==> src/rtl/mid_map.vh <==
// constants for the motor input detection front end
`ifndef MID_MAP_VH
`define MID_MAP_VH
`define MID_TES_POS_SENSOR   2'h0
`define MID_IS_A             2'h0
`define MID_IS_B             2'h1
`define MID_IS_C             2'h2
`define MID_VR_EXT           3'h7
`define MID_REF_PERIPH_MHZ   4
`define MID_WIN_STEP_US      5
`define MID_WIN_LONG_BASE_US 60
`define MID_WIN_LONG_STEP_US 20
`define MID_WIN_CODE_ONE     1
`define MID_WIN_LONG_CODE    8
`define MID_WIN_MSB          3
`define MID_WIN_ZERO         4'h0
`define MID_CNT_ZERO         5'h00
`define MID_CNT_ONE          5'h01
`define MID_LIMIT_ONE        5'h01
`endif

==> src/rtl/mid_demag_window.v <==
// blanking window down-counter after each commutation, held at zero while bypass is set
`timescale 1ns/100ps
`include "mid_map.vh"
module mid_demag_window
#(
   parameter CLK_MHZ = 40,
   parameter CW      = 16
)
(
   ref_clk,
   resetn,
   clk_en,
   start,
   bypass,
   win_len,
   active
);
   input  wire          ref_clk;
   input  wire          resetn;
   input  wire          clk_en;
   input  wire          start;
   input  wire          bypass;
   input  wire [3:0]    win_len;
   output wire          active;

   reg  [CW-1:0] cnt_reg;
   reg  [CW-1:0] load_val;
   integer       us_val;
   integer       cyc_val;

   // window time in microseconds scaled to clock cycles
   always @*
   begin
      us_val = 0;
      cyc_val = 0;
      if (win_len[`MID_WIN_MSB] == 1'b0)
         us_val = (win_len + `MID_WIN_CODE_ONE) * `MID_WIN_STEP_US;
      else
         us_val = `MID_WIN_LONG_BASE_US
                  + (win_len - `MID_WIN_LONG_CODE) * `MID_WIN_LONG_STEP_US;
      cyc_val = us_val * CLK_MHZ;
      load_val = cyc_val[CW-1:0];
   end

   always @(posedge ref_clk)
   begin
      if (!resetn)
         cnt_reg <= {CW{1'b0}};
      else if (clk_en)
      begin
         if (start && !bypass)
            cnt_reg <= load_val;
         else if (bypass)
            cnt_reg <= {CW{1'b0}};
         else if (cnt_reg != {CW{1'b0}})
            cnt_reg <= cnt_reg - 1'b1;
      end
   end

   assign active = (cnt_reg != {CW{1'b0}});
endmodule // mid_demag_window

==> src/rtl/mid_input_detect.v <==
// motor input detection front end with demag window and event filter
`timescale 1ns/100ps
`include "mid_map.vh"
module mid_input_detect
#(
   parameter CLK_MHZ = 40
)
(
   ref_clk,
   resetn,
   clk_en,
   motor_input_a,
   motor_input_b,
   motor_input_c,
   comp_out,
   input_select,
   sensor_type_select,
   sensor_mode_bit,
   ctrl_clk_enable,
   ctrl_dac_enable,
   ref_level_select,
   voltage_mode,
   window_prescale,
   window_tick,
   pwm_u_tick,
   demag_sample_tick,
   autoswitch_hard,
   compare_polarity_bit,
   zero_vs_demag_edge_bit,
   demag_window_len,
   demag_count_limit,
   hw_commutation,
   sw_commutation,
   sim_demag,
   comp_power_on,
   comp_ref_ext,
   comp_ref_level,
   comp_in_sel,
   digital_in,
   hall_state,
   speed_sensor_mode,
   demag_flag,
   zero_cross_flag,
   demag_window_busy
);
   input  wire       ref_clk;
   input  wire       resetn;
   input  wire       clk_en;
   input  wire       motor_input_a;
   input  wire       motor_input_b;
   input  wire       motor_input_c;
   input  wire       comp_out;
   input  wire [1:0] input_select;
   input  wire [1:0] sensor_type_select;
   input  wire       sensor_mode_bit;
   input  wire       ctrl_clk_enable;
   input  wire       ctrl_dac_enable;
   input  wire [2:0] ref_level_select;
   input  wire       voltage_mode;
   input  wire [3:0] window_prescale;
   input  wire       window_tick;
   input  wire       pwm_u_tick;
   input  wire       demag_sample_tick;
   input  wire       autoswitch_hard;
   input  wire       compare_polarity_bit;
   input  wire       zero_vs_demag_edge_bit;
   input  wire [3:0] demag_window_len;
   input  wire [3:0] demag_count_limit;
   input  wire       hw_commutation;
   input  wire       sw_commutation;
   input  wire       sim_demag;
   output reg        comp_power_on;
   output reg        comp_ref_ext;
   output reg  [2:0] comp_ref_level;
   output reg  [1:0] comp_in_sel;
   output reg        digital_in;
   output reg  [2:0] hall_state;
   output reg        speed_sensor_mode;
   output reg        demag_flag;
   output reg        zero_cross_flag;
   output reg        demag_window_busy;

   localparam ST_WAIT_D = 1'b0;
   localparam ST_WAIT_Z = 1'b1;

   reg        state_reg;
   reg        state_next;
   reg        sample_prev_reg;
   reg  [4:0] demag_cnt_reg;
   reg        mux_bit;
   wire       commutation;
   wire       win_active;
   wire       speed_mode;
   wire       z_tick;
   wire       d_tick;
   wire       edge_rise;
   wire       edge_fall;
   wire       d_edge;
   wire       z_edge;
   wire [4:0] limit_eff;
   wire       d_hw_done;

   assign commutation = hw_commutation | sw_commutation;
   assign speed_mode  = (sensor_type_select != `MID_TES_POS_SENSOR);

   // input multiplexer
   always @*
   begin
      case (input_select)
         `MID_IS_A: mux_bit = motor_input_a;
         `MID_IS_B: mux_bit = motor_input_b;
         `MID_IS_C: mux_bit = motor_input_c;
         default:   mux_bit = 1'b0;
      endcase
   end

   assign z_tick = voltage_mode ? pwm_u_tick : window_tick;
   assign d_tick = demag_sample_tick;

   // comparator output or digital input, sampled
   wire sample_now = speed_mode ? mux_bit : comp_out;
   assign edge_rise = sample_now & ~sample_prev_reg;
   assign edge_fall = ~sample_now & sample_prev_reg;
   // demag edge opposite to zero crossing unless same-edge bit set
   assign z_edge = compare_polarity_bit ? edge_rise : edge_fall;
   assign d_edge = (zero_vs_demag_edge_bit ^ compare_polarity_bit) ? edge_fall
                                                                   : edge_rise;
   assign limit_eff = sim_demag ? `MID_LIMIT_ONE
                                : ({1'b0, demag_count_limit} + `MID_LIMIT_ONE);
   assign d_hw_done = sensor_mode_bit ? 1'b1
                                      : ((demag_cnt_reg + `MID_CNT_ONE) >= limit_eff);

   mid_demag_window #(
      .CLK_MHZ (CLK_MHZ),
      .CW      (16)
   ) u_win (
      .ref_clk (ref_clk),
      .resetn  (resetn),
      .clk_en  (clk_en),
      .start   (commutation),
      .bypass  (sensor_mode_bit),
      .win_len (demag_window_len),
      .active  (win_active)
   );

   // event order state
   always @*
   begin
      state_next = state_reg;
      case (state_reg)
         ST_WAIT_D:
            if (!speed_mode && !win_active && ((d_tick && d_edge && d_hw_done) || sim_demag))
               state_next = ST_WAIT_Z;
         ST_WAIT_Z:
            if (z_tick && z_edge && !commutation)
               state_next = ST_WAIT_D;
         default:
            state_next = ST_WAIT_D;
      endcase
      if (commutation && autoswitch_hard)
         state_next = ST_WAIT_D;
   end

   always @(posedge ref_clk)
   begin
      if (!resetn)
      begin
         state_reg         <= ST_WAIT_D;
         sample_prev_reg   <= 1'b0;
         demag_cnt_reg     <= `MID_CNT_ZERO;
         comp_power_on     <= 1'b0;
         comp_ref_ext      <= 1'b0;
         comp_ref_level    <= 3'h0;
         comp_in_sel       <= 2'h0;
         digital_in        <= 1'b0;
         hall_state        <= 3'h0;
         speed_sensor_mode <= 1'b0;
         demag_flag        <= 1'b0;
         zero_cross_flag   <= 1'b0;
         demag_window_busy <= 1'b0;
      end
      else if (clk_en)
      begin
         state_reg         <= state_next;
         if (d_tick || z_tick)
            sample_prev_reg <= sample_now;
         comp_power_on     <= (ctrl_clk_enable | ctrl_dac_enable) & ~speed_mode;
         comp_ref_ext      <= (ref_level_select == `MID_VR_EXT);
         comp_ref_level    <= ref_level_select;
         comp_in_sel       <= input_select;
         digital_in        <= speed_mode ? mux_bit : 1'b0;
         hall_state        <= (sensor_mode_bit && !speed_mode) ?
                              {motor_input_c, motor_input_b, motor_input_a} : 3'h0;
         speed_sensor_mode <= speed_mode;
         demag_window_busy <= win_active;
         demag_flag        <= 1'b0;
         zero_cross_flag   <= 1'b0;
         if (commutation || win_active)
            demag_cnt_reg <= `MID_CNT_ZERO;
         else if (state_reg == ST_WAIT_D && !speed_mode)
         begin
            if (sim_demag)
            begin
               demag_cnt_reg <= `MID_CNT_ZERO;
               demag_flag    <= 1'b1;
            end
            else if (d_tick)
            begin
               if (d_edge && d_hw_done)
               begin
                  demag_cnt_reg <= `MID_CNT_ZERO;
                  demag_flag    <= 1'b1;
               end
               else if (d_edge)
                  demag_cnt_reg <= demag_cnt_reg + `MID_CNT_ONE;
               else
                  demag_cnt_reg <= `MID_CNT_ZERO;
            end
         end
         if (state_reg == ST_WAIT_Z && z_tick && z_edge && !commutation)
            zero_cross_flag <= 1'b1;
      end
   end
endmodule // mid_input_detect

==> config.mk <==
export PLATFORM = sky130hd
export DESIGN_NAME = mid_input_detect
export DESIGN_NICKNAME = d
export VERILOG_FILES = /design/src/rtl/mid_demag_window.v /design/src/rtl/mid_input_detect.v
export VERILOG_INCLUDE_DIRS = /design/src /design/src/rtl
export SDC_FILE = /design/constraint.sdc
export NUM_CORES = 1
export LEC_CHECK = 0
export ABC_AREA = 1
export BUFFER_PORTS_ARGS = -buffer_cell sky130_fd_sc_hd__buf_2
export CORE_MARGIN = 2
export CORE_UTILIZATION = 58
export CTS_CLUSTER_DIAMETER = 40
export DETAILED_ROUTE_END_ITERATION = 8
export MAX_ROUTING_LAYER = met4
export PLACE_DENSITY = 0.82
export SETUP_SLACK_MARGIN = 0.1
export SYNTH_ARGS = -nofsm -noshare
export SYNTH_HDL_FRONTEND = slang
export SYNTH_SLANG_ARGS = --single-unit
==> constraint.sdc <==
create_clock -name ref_clk -period 4.3 [get_ports ref_clk]
set_clock_uncertainty 0.15 [all_clocks]
set_input_delay 0.43 -clock ref_clk [delete_from_list [all_inputs] [get_ports ref_clk]]
set_output_delay 0.43 -clock ref_clk [all_outputs]
set_load 0.005 [all_outputs]
==> metrics.txt, run 1 <==
outcome finished clean; VDD IR max 270.7 uV; initial antenna violation count 0; minimum hold slack 225.6 ps; Fill cells 484; final wirelength 7542 um; Most Frequent Cell on Critical Path ha_1; dominant synthesized flop cell dfxtp_1; number of flip-flops in the largest register 16; Synth Instances 487; clock-pin slew on the worst setup and hold paths 80 ps; Slew Limit Fails 0; # nets final 622; Worst EP required 4350 ps; Core Rows 27; most common cell after layout, fill and taps aside nand2_1; synthesized area 3333 um^2; PortBufs 49; CP max FO 7; Clock H-tree levels 2; DIE WIDTH 79.81 um; synthesized area per cell 6.844 um^2; most frequent cells in the layout nand2_1 (88), inv_1 (58), nor2_1 (56); Root Buffer clkbuf_8; Starting DRT DRC Count 129; first-pass GRT wire length 12560 um; RD Place Congestion 0.8681; Synth Register Bits 38; final hold vios 0; ANT nets after route 0; Final Instance Count excl. Fillers 609; Remaining Overflow, GRT 0; die area 6370 um^2; crit path capture type flop; CP cell instances buf_2 > inv_1 > ha_1 > ha_1 > ha_1 > fa_1 > a21oi_1 > o21ai_0 > o21ai_0 > ha_1 > ha_1 > a21oi_1 > nand2_1 > nand4_1 > nand2_1 > o21ai_0 > o31ai_1 > nor2_1 > nor2_1; Die Ht 79.81 um; total number of vias 3239; largest net degree at the start of global routing 24; layout cells sized above 1 15.08%; CTS buffer count 5; max_cap viols 0; RSZ-0062 raised after global routing no; CTS tree done; P&R area growth vs syn 13.55%; antenna cells 0; DRC Markers 0; gr usage total 25.12%; I/O Pins 54; syn_nets 573; Leak Pwr 1.916 nW; Ys Warns 0; part of the cycle the worst path needs 91.74%; CP startpoint kind input port; Worst Path Buf+Inv 2; Inst Count DP 601; crit path DAT 3990 ps; worst-skew pair later-pin latency 300 ps; setup TNS 0 ps; slew of the pin with the lowest slew margin 805.8 ps; post-synth cell types 41; Post-synth EDFFs 0; clock buffer depth 2; # hold bufs at CTS 0; post-DP HPWL 5793 um; P per Cell Area 333.0 nW/um^2; critical path type in2reg; ys async rst share 0%; CP top delay family adder cells; vias in the first global route 2970; max_slew headroom 46.08%; Slowest cell on crit path fa_1; setup violators final 0; Final Critical Period 3945 ps; Highest Clock Rate 253.5 MHz; DRT Pass-1 Iters 4; DR WL/cell 12.38 um; Crit path largest cell delay 400 ps; clk sinks 38; Core ar. 5540 um^2; post-DR vias/cell 5.319; Initial Util 60.16%; Min-Delay Path Class in2reg; register area share after synthesis 22.82%
-- kinds of logic (layout without fill, tap and decap cells) --
group                      Yosys count  count (layout)  share of synthesized area, %
xor gates and xnor gates            19              19                         4.993
AOI/OAI and AO/OA                  108             108                         17.79
buffers and inverters               76             126                         8.971
adders and majority gates           47              47                         18.32
DFF                                 38              38                         22.82
and+or+nand+nor                    198             198                         26.80
muxes                                1               1                        0.3003
-- synthesized netlist by cell type, types with 2 or more instances --
cell type	number	share of area, %
buf_1	3	0.34
a31oi_1	3	0.56
a21o_1	2	0.45
inv_4	2	0.38
nand2_1	88	9.9
o21ai_1	12	1.8
dfxtp_1	38	23
clkbuf_1	4	0.45
nand4_1	10	1.9
nand3_1	24	3.6
nand2_4	2	0.68
nor2_2	2	0.38
inv_2	6	0.68
inv_1	58	6.5
ha_1	44	17
xor2_1	15	3.9
or2_2	2	0.38
xnor2_1	4	1.1
o21bai_1	2	0.45
o211ai_1	5	1.1
fa_1	3	1.8
nor3_1	4	0.60
nor2_1	56	6.3
a21oi_1	48	7.2
o21ai_0	26	3.9
nor2_4	4	1.4
o31ai_1	2	0.45
a211oi_1	5	1.1
-- worst paths after layout --
check / from / cells after the start / slack (ps) / endpoint
worst max register to register: demag_cnt_reg[0] / 12 / 1920 / demag_cnt_reg[3]
worst min register to register: zero_cross_flag / 2 / 310 / zero_cross_flag
worst max-delay path: demag_window_len[0] / 19 / 350 / u_win.cnt_reg[13]
worst min-delay path: ref_level_select[0] / 3 / 230 / comp_ref_level[0]
-- final cells by class --
type | instances | area [um^2] | share of cell area (%)
clock buffer | 5 | 68.82 | 1.818
clock inverter | 3 | 68.82 | 1.818
inverter | 67 | 256.5 | 6.777
multi-input combinational | 373 | 2280 | 60.23
sequential | 38 | 760.7 | 20.10
tap | 72 | 90.09 | 2.380
timing repair buffer | 51 | 260.3 | 6.876
-- worst reg2reg max path: stages (launching register included) --
cell     delay (ps)
dfxtp_1         390
ha_1            210
xor2_1          240
ha_1            270
nand2_1          60
nand2_1          40
nand2_1          60
nand2_1          60
nand2_1          60
nand2_1          80
a21oi_1         360
nand4_1         160
a21oi_1         160
-- routing by layer --
layer / track usage [%] / share of wire (%) / routed length (um)
met5: - / 0 / 0
met4: 7.288 / 1.3 / 98
met1: 31.16 / 48 / 3590
met3: 4.751 / 4.6 / 346
met2: 41.76 / 46 / 3507
-- stage by stage --
step	instance area [um^2]	worst slack (ps)	util, %	total power, mW
after floorplan	3333	513.2	-	0.7843
after global placement	3641	136.7	65.72	0.8742
after detailed placement	3641	65.32	65.72	0.8904
after CTS	3779	409.4	68.20	1.260
after global routing	3785	80.70	68.32	1.351
final	3785	355.0	68.32	1.260
-- timing repair --
item,4_1_cts,5_1_grt
resized for setup,0,1
setup buffers,0,0
endpoints found under the setup margin,0,1
hold endpoints to repair,0,0
-- power by group --
group | total (mW) | internal [mW] | switching (mW)
sequential | 0.406 | 0.380 | 0.0257
clock | 0.373 | 0.233 | 0.141
combinational | 0.481 | 0.185 | 0.296
Note: power is estimated with default switching activity, not from simulation.
==> inputs of run 2 (changes only) <==
--- a/config.mk
+++ b/config.mk
@@ -6,14 +6,13 @@
 export SDC_FILE = /design/constraint.sdc
 export NUM_CORES = 1
 export LEC_CHECK = 0
-export ABC_AREA = 1
 export BUFFER_PORTS_ARGS = -buffer_cell sky130_fd_sc_hd__buf_2
 export CORE_MARGIN = 2
-export CORE_UTILIZATION = 58
+export CORE_UTILIZATION = 52
 export CTS_CLUSTER_DIAMETER = 40
 export DETAILED_ROUTE_END_ITERATION = 8
 export MAX_ROUTING_LAYER = met4
-export PLACE_DENSITY = 0.82
+export PLACE_DENSITY = 0.77
 export SETUP_SLACK_MARGIN = 0.1
 export SYNTH_ARGS = -nofsm -noshare
 export SYNTH_HDL_FRONTEND = slang
==> constraint.sdc (replaced) <==
create_clock -name ref_clk -period 3.2 [get_ports ref_clk]
set_clock_uncertainty 0.15 [all_clocks]
set_input_delay 0.32 -clock ref_clk [delete_from_list [all_inputs] [get_ports ref_clk]]
set_output_delay 0.32 -clock ref_clk [all_outputs]
set_load 0.005 [all_outputs]
==> run 2 against run 1 <==
Effect of this change:
- wire length increased by 41%
- global-route usage grew 3.5 points
- the run now ends with setup timing left
- core utilization up 8.9 points
- die area rose by 8.4%
- critical endpoint is now u_win.cnt_reg[14]
- non-clock buffer count grew 54
- first-iteration DRC count grew to 2.8 times the previous value
- area after synthesis fell by 2.4%
- setup slack lost 840 ps
- combinational power rose to 2.5 times the previous value
- clock power rose by 34%
- via count up 12%
- largest power group unchanged
- register-to-register slack lost 1400 ps
==> metrics.txt, run 2 <==
sw frac 37.11% (+0.46 points); Setup WS post-layout -483.2 ps (-838.2 ps); final wirelength 10630 um (+41%); clock buffer depth 2 (unchanged); number of flip-flops in the largest register 16 (unchanged); slew of the pin with the lowest slew margin 886.7 ps (+80.89 ps); initial antenna violation count 0 (unchanged); last element of the critical path u_win.cnt_reg[14]; logic gate share of total power 53.9% (+16 points); largest net degree at the start of global routing 28 (+17%); max_slew headroom 40.61% (-5.5 points); Inst Count DP 552 (-8.2%); crit path DAT 3730 ps (-260 ps); antenna cells 0 (unchanged); P&R area growth vs syn 42.32%; Remaining Overflow, GRT 0 (unchanged); Starting DRT DRC Count 356 (+180%); Core Rows 28 (+3.7%); failing checks setup timing; CTS buffer count 5 (unchanged); PortBufs 49 (unchanged); reg2reg start demag_cnt_reg[0]; total number of vias 3616 (+12%); Initial Util 54.28% (-5.9 points); Min-Delay Path Class in2reg; post-synth cell types 60 (+46%); post-DP HPWL 6252 um (+7.9%); Reg2Reg Setup Slack 500 ps (-1420 ps); register area share after synthesis 23.39% (+0.57 points); Clock power frac 22.2% (-7.4 points); Worst Path Buf+Inv 3 (+1); CP top delay family adder cells; critical path type in2reg; CP cell instances buf_12 > buf_6 > inv_4 > ha_4 > ha_4 > ha_4 > fa_2 > xor2_1 > nor2_1 > a21oi_2 > ha_1 > ha_4 > a21o_1 > a21oi_2 > nor2_2 > o22ai_4 > and3_1 > o31a_2; Synth Register Bits 38 (unchanged); Flop pwr share 23.8% (-8.4 points); setup TNS -2086 ps (-2086 ps); worst-skew pair later-pin latency 300 ps (about the same); part of the cycle the worst path needs 115.1%; outcome complete, but fails checks; final hold vios 0 (unchanged); Root Buffer clkbuf_8; Ys Warns 0 (unchanged); RSZ-0062 raised after global routing yes; vias in the first global route 3489 (+17%); post-DR vias/cell 6.267 (+18%); synthesized area 3252 um^2 (-2.4%); Highest Clock Rate 271.5 MHz; top-area cell type share of the netlist area 23.39% (+0.57 points); RD Place Congestion 0.8461 (-2.5%); Slew Limit Fails 0 (unchanged); switching pwr 0.8372 mW (+81%); Crit path largest cell delay 400 ps (about the same); P per Cell Area 487.4 nW/um^2 (+46%); DRT Pass-1 Iters 8 (+4); Core ar. 5991 um^2 (+8.1%); first-pass GRT wire length 16080 um (+28%); I/O Pins 54 (unchanged); FF-to-FF path depth 10 (-2); clk sinks 38 (unchanged); ANT nets after route 0 (unchanged); top cell type by total area after synthesis dfxtp_1; commonest cells in the netlist ha_1 (44), nor2_1 (44), dfxtp_1 (38); Leak Pwr 1.987 nW (+3.7%); die area 6902 um^2 (+8.4%); Synth Instances 404 (-17%); Final Instance Count excl. Fillers 577 (-5.3%); DR WL/cell 18.42 um (+49%); # hold bufs at CTS 0 (unchanged); dominant synthesized flop cell dfxtp_1; most frequent cells in the layout buf_4 (46), buf_2 (45), nor2_1 (42); layout cells sized above 1 37.45% (+22 points); DRC Markers 0 (unchanged); Most Frequent Cell on Critical Path ha_4; clock-pin slew on the worst setup and hold paths 80 ps (about the same); Int Pwr 1.418 mW (+78%); VDD IR max 376.1 uV (+39%); Slowest cell on crit path fa_2; ys async rst share 0% (unchanged); max_cap viols 0 (unchanged); DIE WIDTH 83.08 um (+4.1%); R2R Path End demag_cnt_reg[1]; Fill cells 377 (-22%); Final Critical Period 3683 ps; Post-synth EDFFs 0 (unchanged); Clock H-tree levels 2 (unchanged); Die Ht 83.08 um (+4.1%); syn_nets 490 (-14%); CTS tree done; # nets final 587 (-5.6%); Worst EP required 3240 ps (-1110 ps); setup violators final 8 (+8); Crit path depth 18 (-1); CP max FO 4 (-3); Pwr Total 2.256 mW (+79%); gr usage total 28.64% (+3.5 points); synthesized area per cell 8.049 um^2 (+18%); most common cell after layout, fill and taps aside buf_4; crit path capture type flop; CP startpoint kind input port; start point of the critical path demag_window_len[1]; ranking of synthesized cells by area dfxtp_1 (23%), ha_1 (17%), a21oi_1 (5.7%)
-- run 2: cell count changes after synthesis, sizes merged, moves of 10 or more --
cell	previous run	this run
nand2	90	31
inv	66	13
o21ai	38	24
a21oi	49	37
nor2	63	45
nand3	25	15
xnor2	4	16
-- run 2: repair_timing --
action / in CTS / in global routing
resized for setup: 50 / 20
setup endpoints to repair: 9 / 9
pin swaps: 41 / 39
setup buffers: 13 / 7
cloned: 0 / 0
-- run 2: worst min-delay path by stage --
stage                        start  cells after the start                end
2_1_floorplan     demag_cnt_reg[4]                      2   demag_cnt_reg[4]
3_3_place_gp         comp_power_on                      2      comp_power_on
3_5_place_dp         comp_power_on                      2      comp_power_on
4_1_cts        ref_level_select[1]                      3  comp_ref_level[1]
5_1_grt        ref_level_select[2]                      3  comp_ref_level[2]
6_report       ref_level_select[1]                      3  comp_ref_level[1]
-- run 2: logic make-up (layout without fill, tap and decap cells) --
| group | count (synthesis) | after routing | share of synthesized area, % |
|---|---|---|---|
| compound gates | 104 | 104 | 19.70 |
| xor+xnor | 25 | 25 | 6.733 |
| fa+ha+maj | 47 | 47 | 18.78 |
| buf+inv | 28 | 126 | 3.425 |
| flops | 38 | 38 | 23.39 |
| mux | 10 | 10 | 3.194 |
| simple gates | 152 | 152 | 24.78 |
-- run 2: metal layers --
layer | part of all wire, % | global-route usage (%)
met3 | 7.6 | 5.567
met4 | 4.2 | 7.899
met2 | 48 | 49.19
met5 | 0 | -
met1 | 40 | 34.21
-- run 2: power groups by stage --
stage | clock (mW) | sequential [mW] | combinational [mW]
after detailed placement | 0 | 0.544 | 0.879
after floorplan | 0 | 0.540 | 0.624
after global routing | 0.529 | 0.542 | 1.30
final | 0.501 | 0.538 | 1.22
after CTS | 0.501 | 0.534 | 1.07
after global placement | 0 | 0.543 | 0.848
-- run 2: through the flow --
step           instance area, um^2  utilization (%)  hold slack, ps  setup slack, ps
6_report                      4628            77.26           115.8           -483.2
5_1_grt                       4628            77.26           144.9           -499.1
4_1_cts                       4508            75.25           122.5           -302.1
3_5_place_dp                  3979            66.42           301.3           -769.2
3_3_place_gp                  3979            66.42           296.7           -675.3
2_1_floorplan                 3426                -           294.4           -455.1
-- run 2: worst min-delay path: stages --
cell	delay, ps
buf_2	90
mux2i_1	60
nor2_1	70
-- run 2: area by class of cell --
class | instances | area, um^2 | area share [%]
multi-input combinational | 338 | 2823 | 60.99
sequential | 38 | 760.7 | 16.44
timing repair buffer | 105 | 754.5 | 16.30
tap | 75 | 93.84 | 2.028
clock buffer | 5 | 68.82 | 1.487
clock inverter | 3 | 68.82 | 1.487
inverter | 13 | 58.81 | 1.271
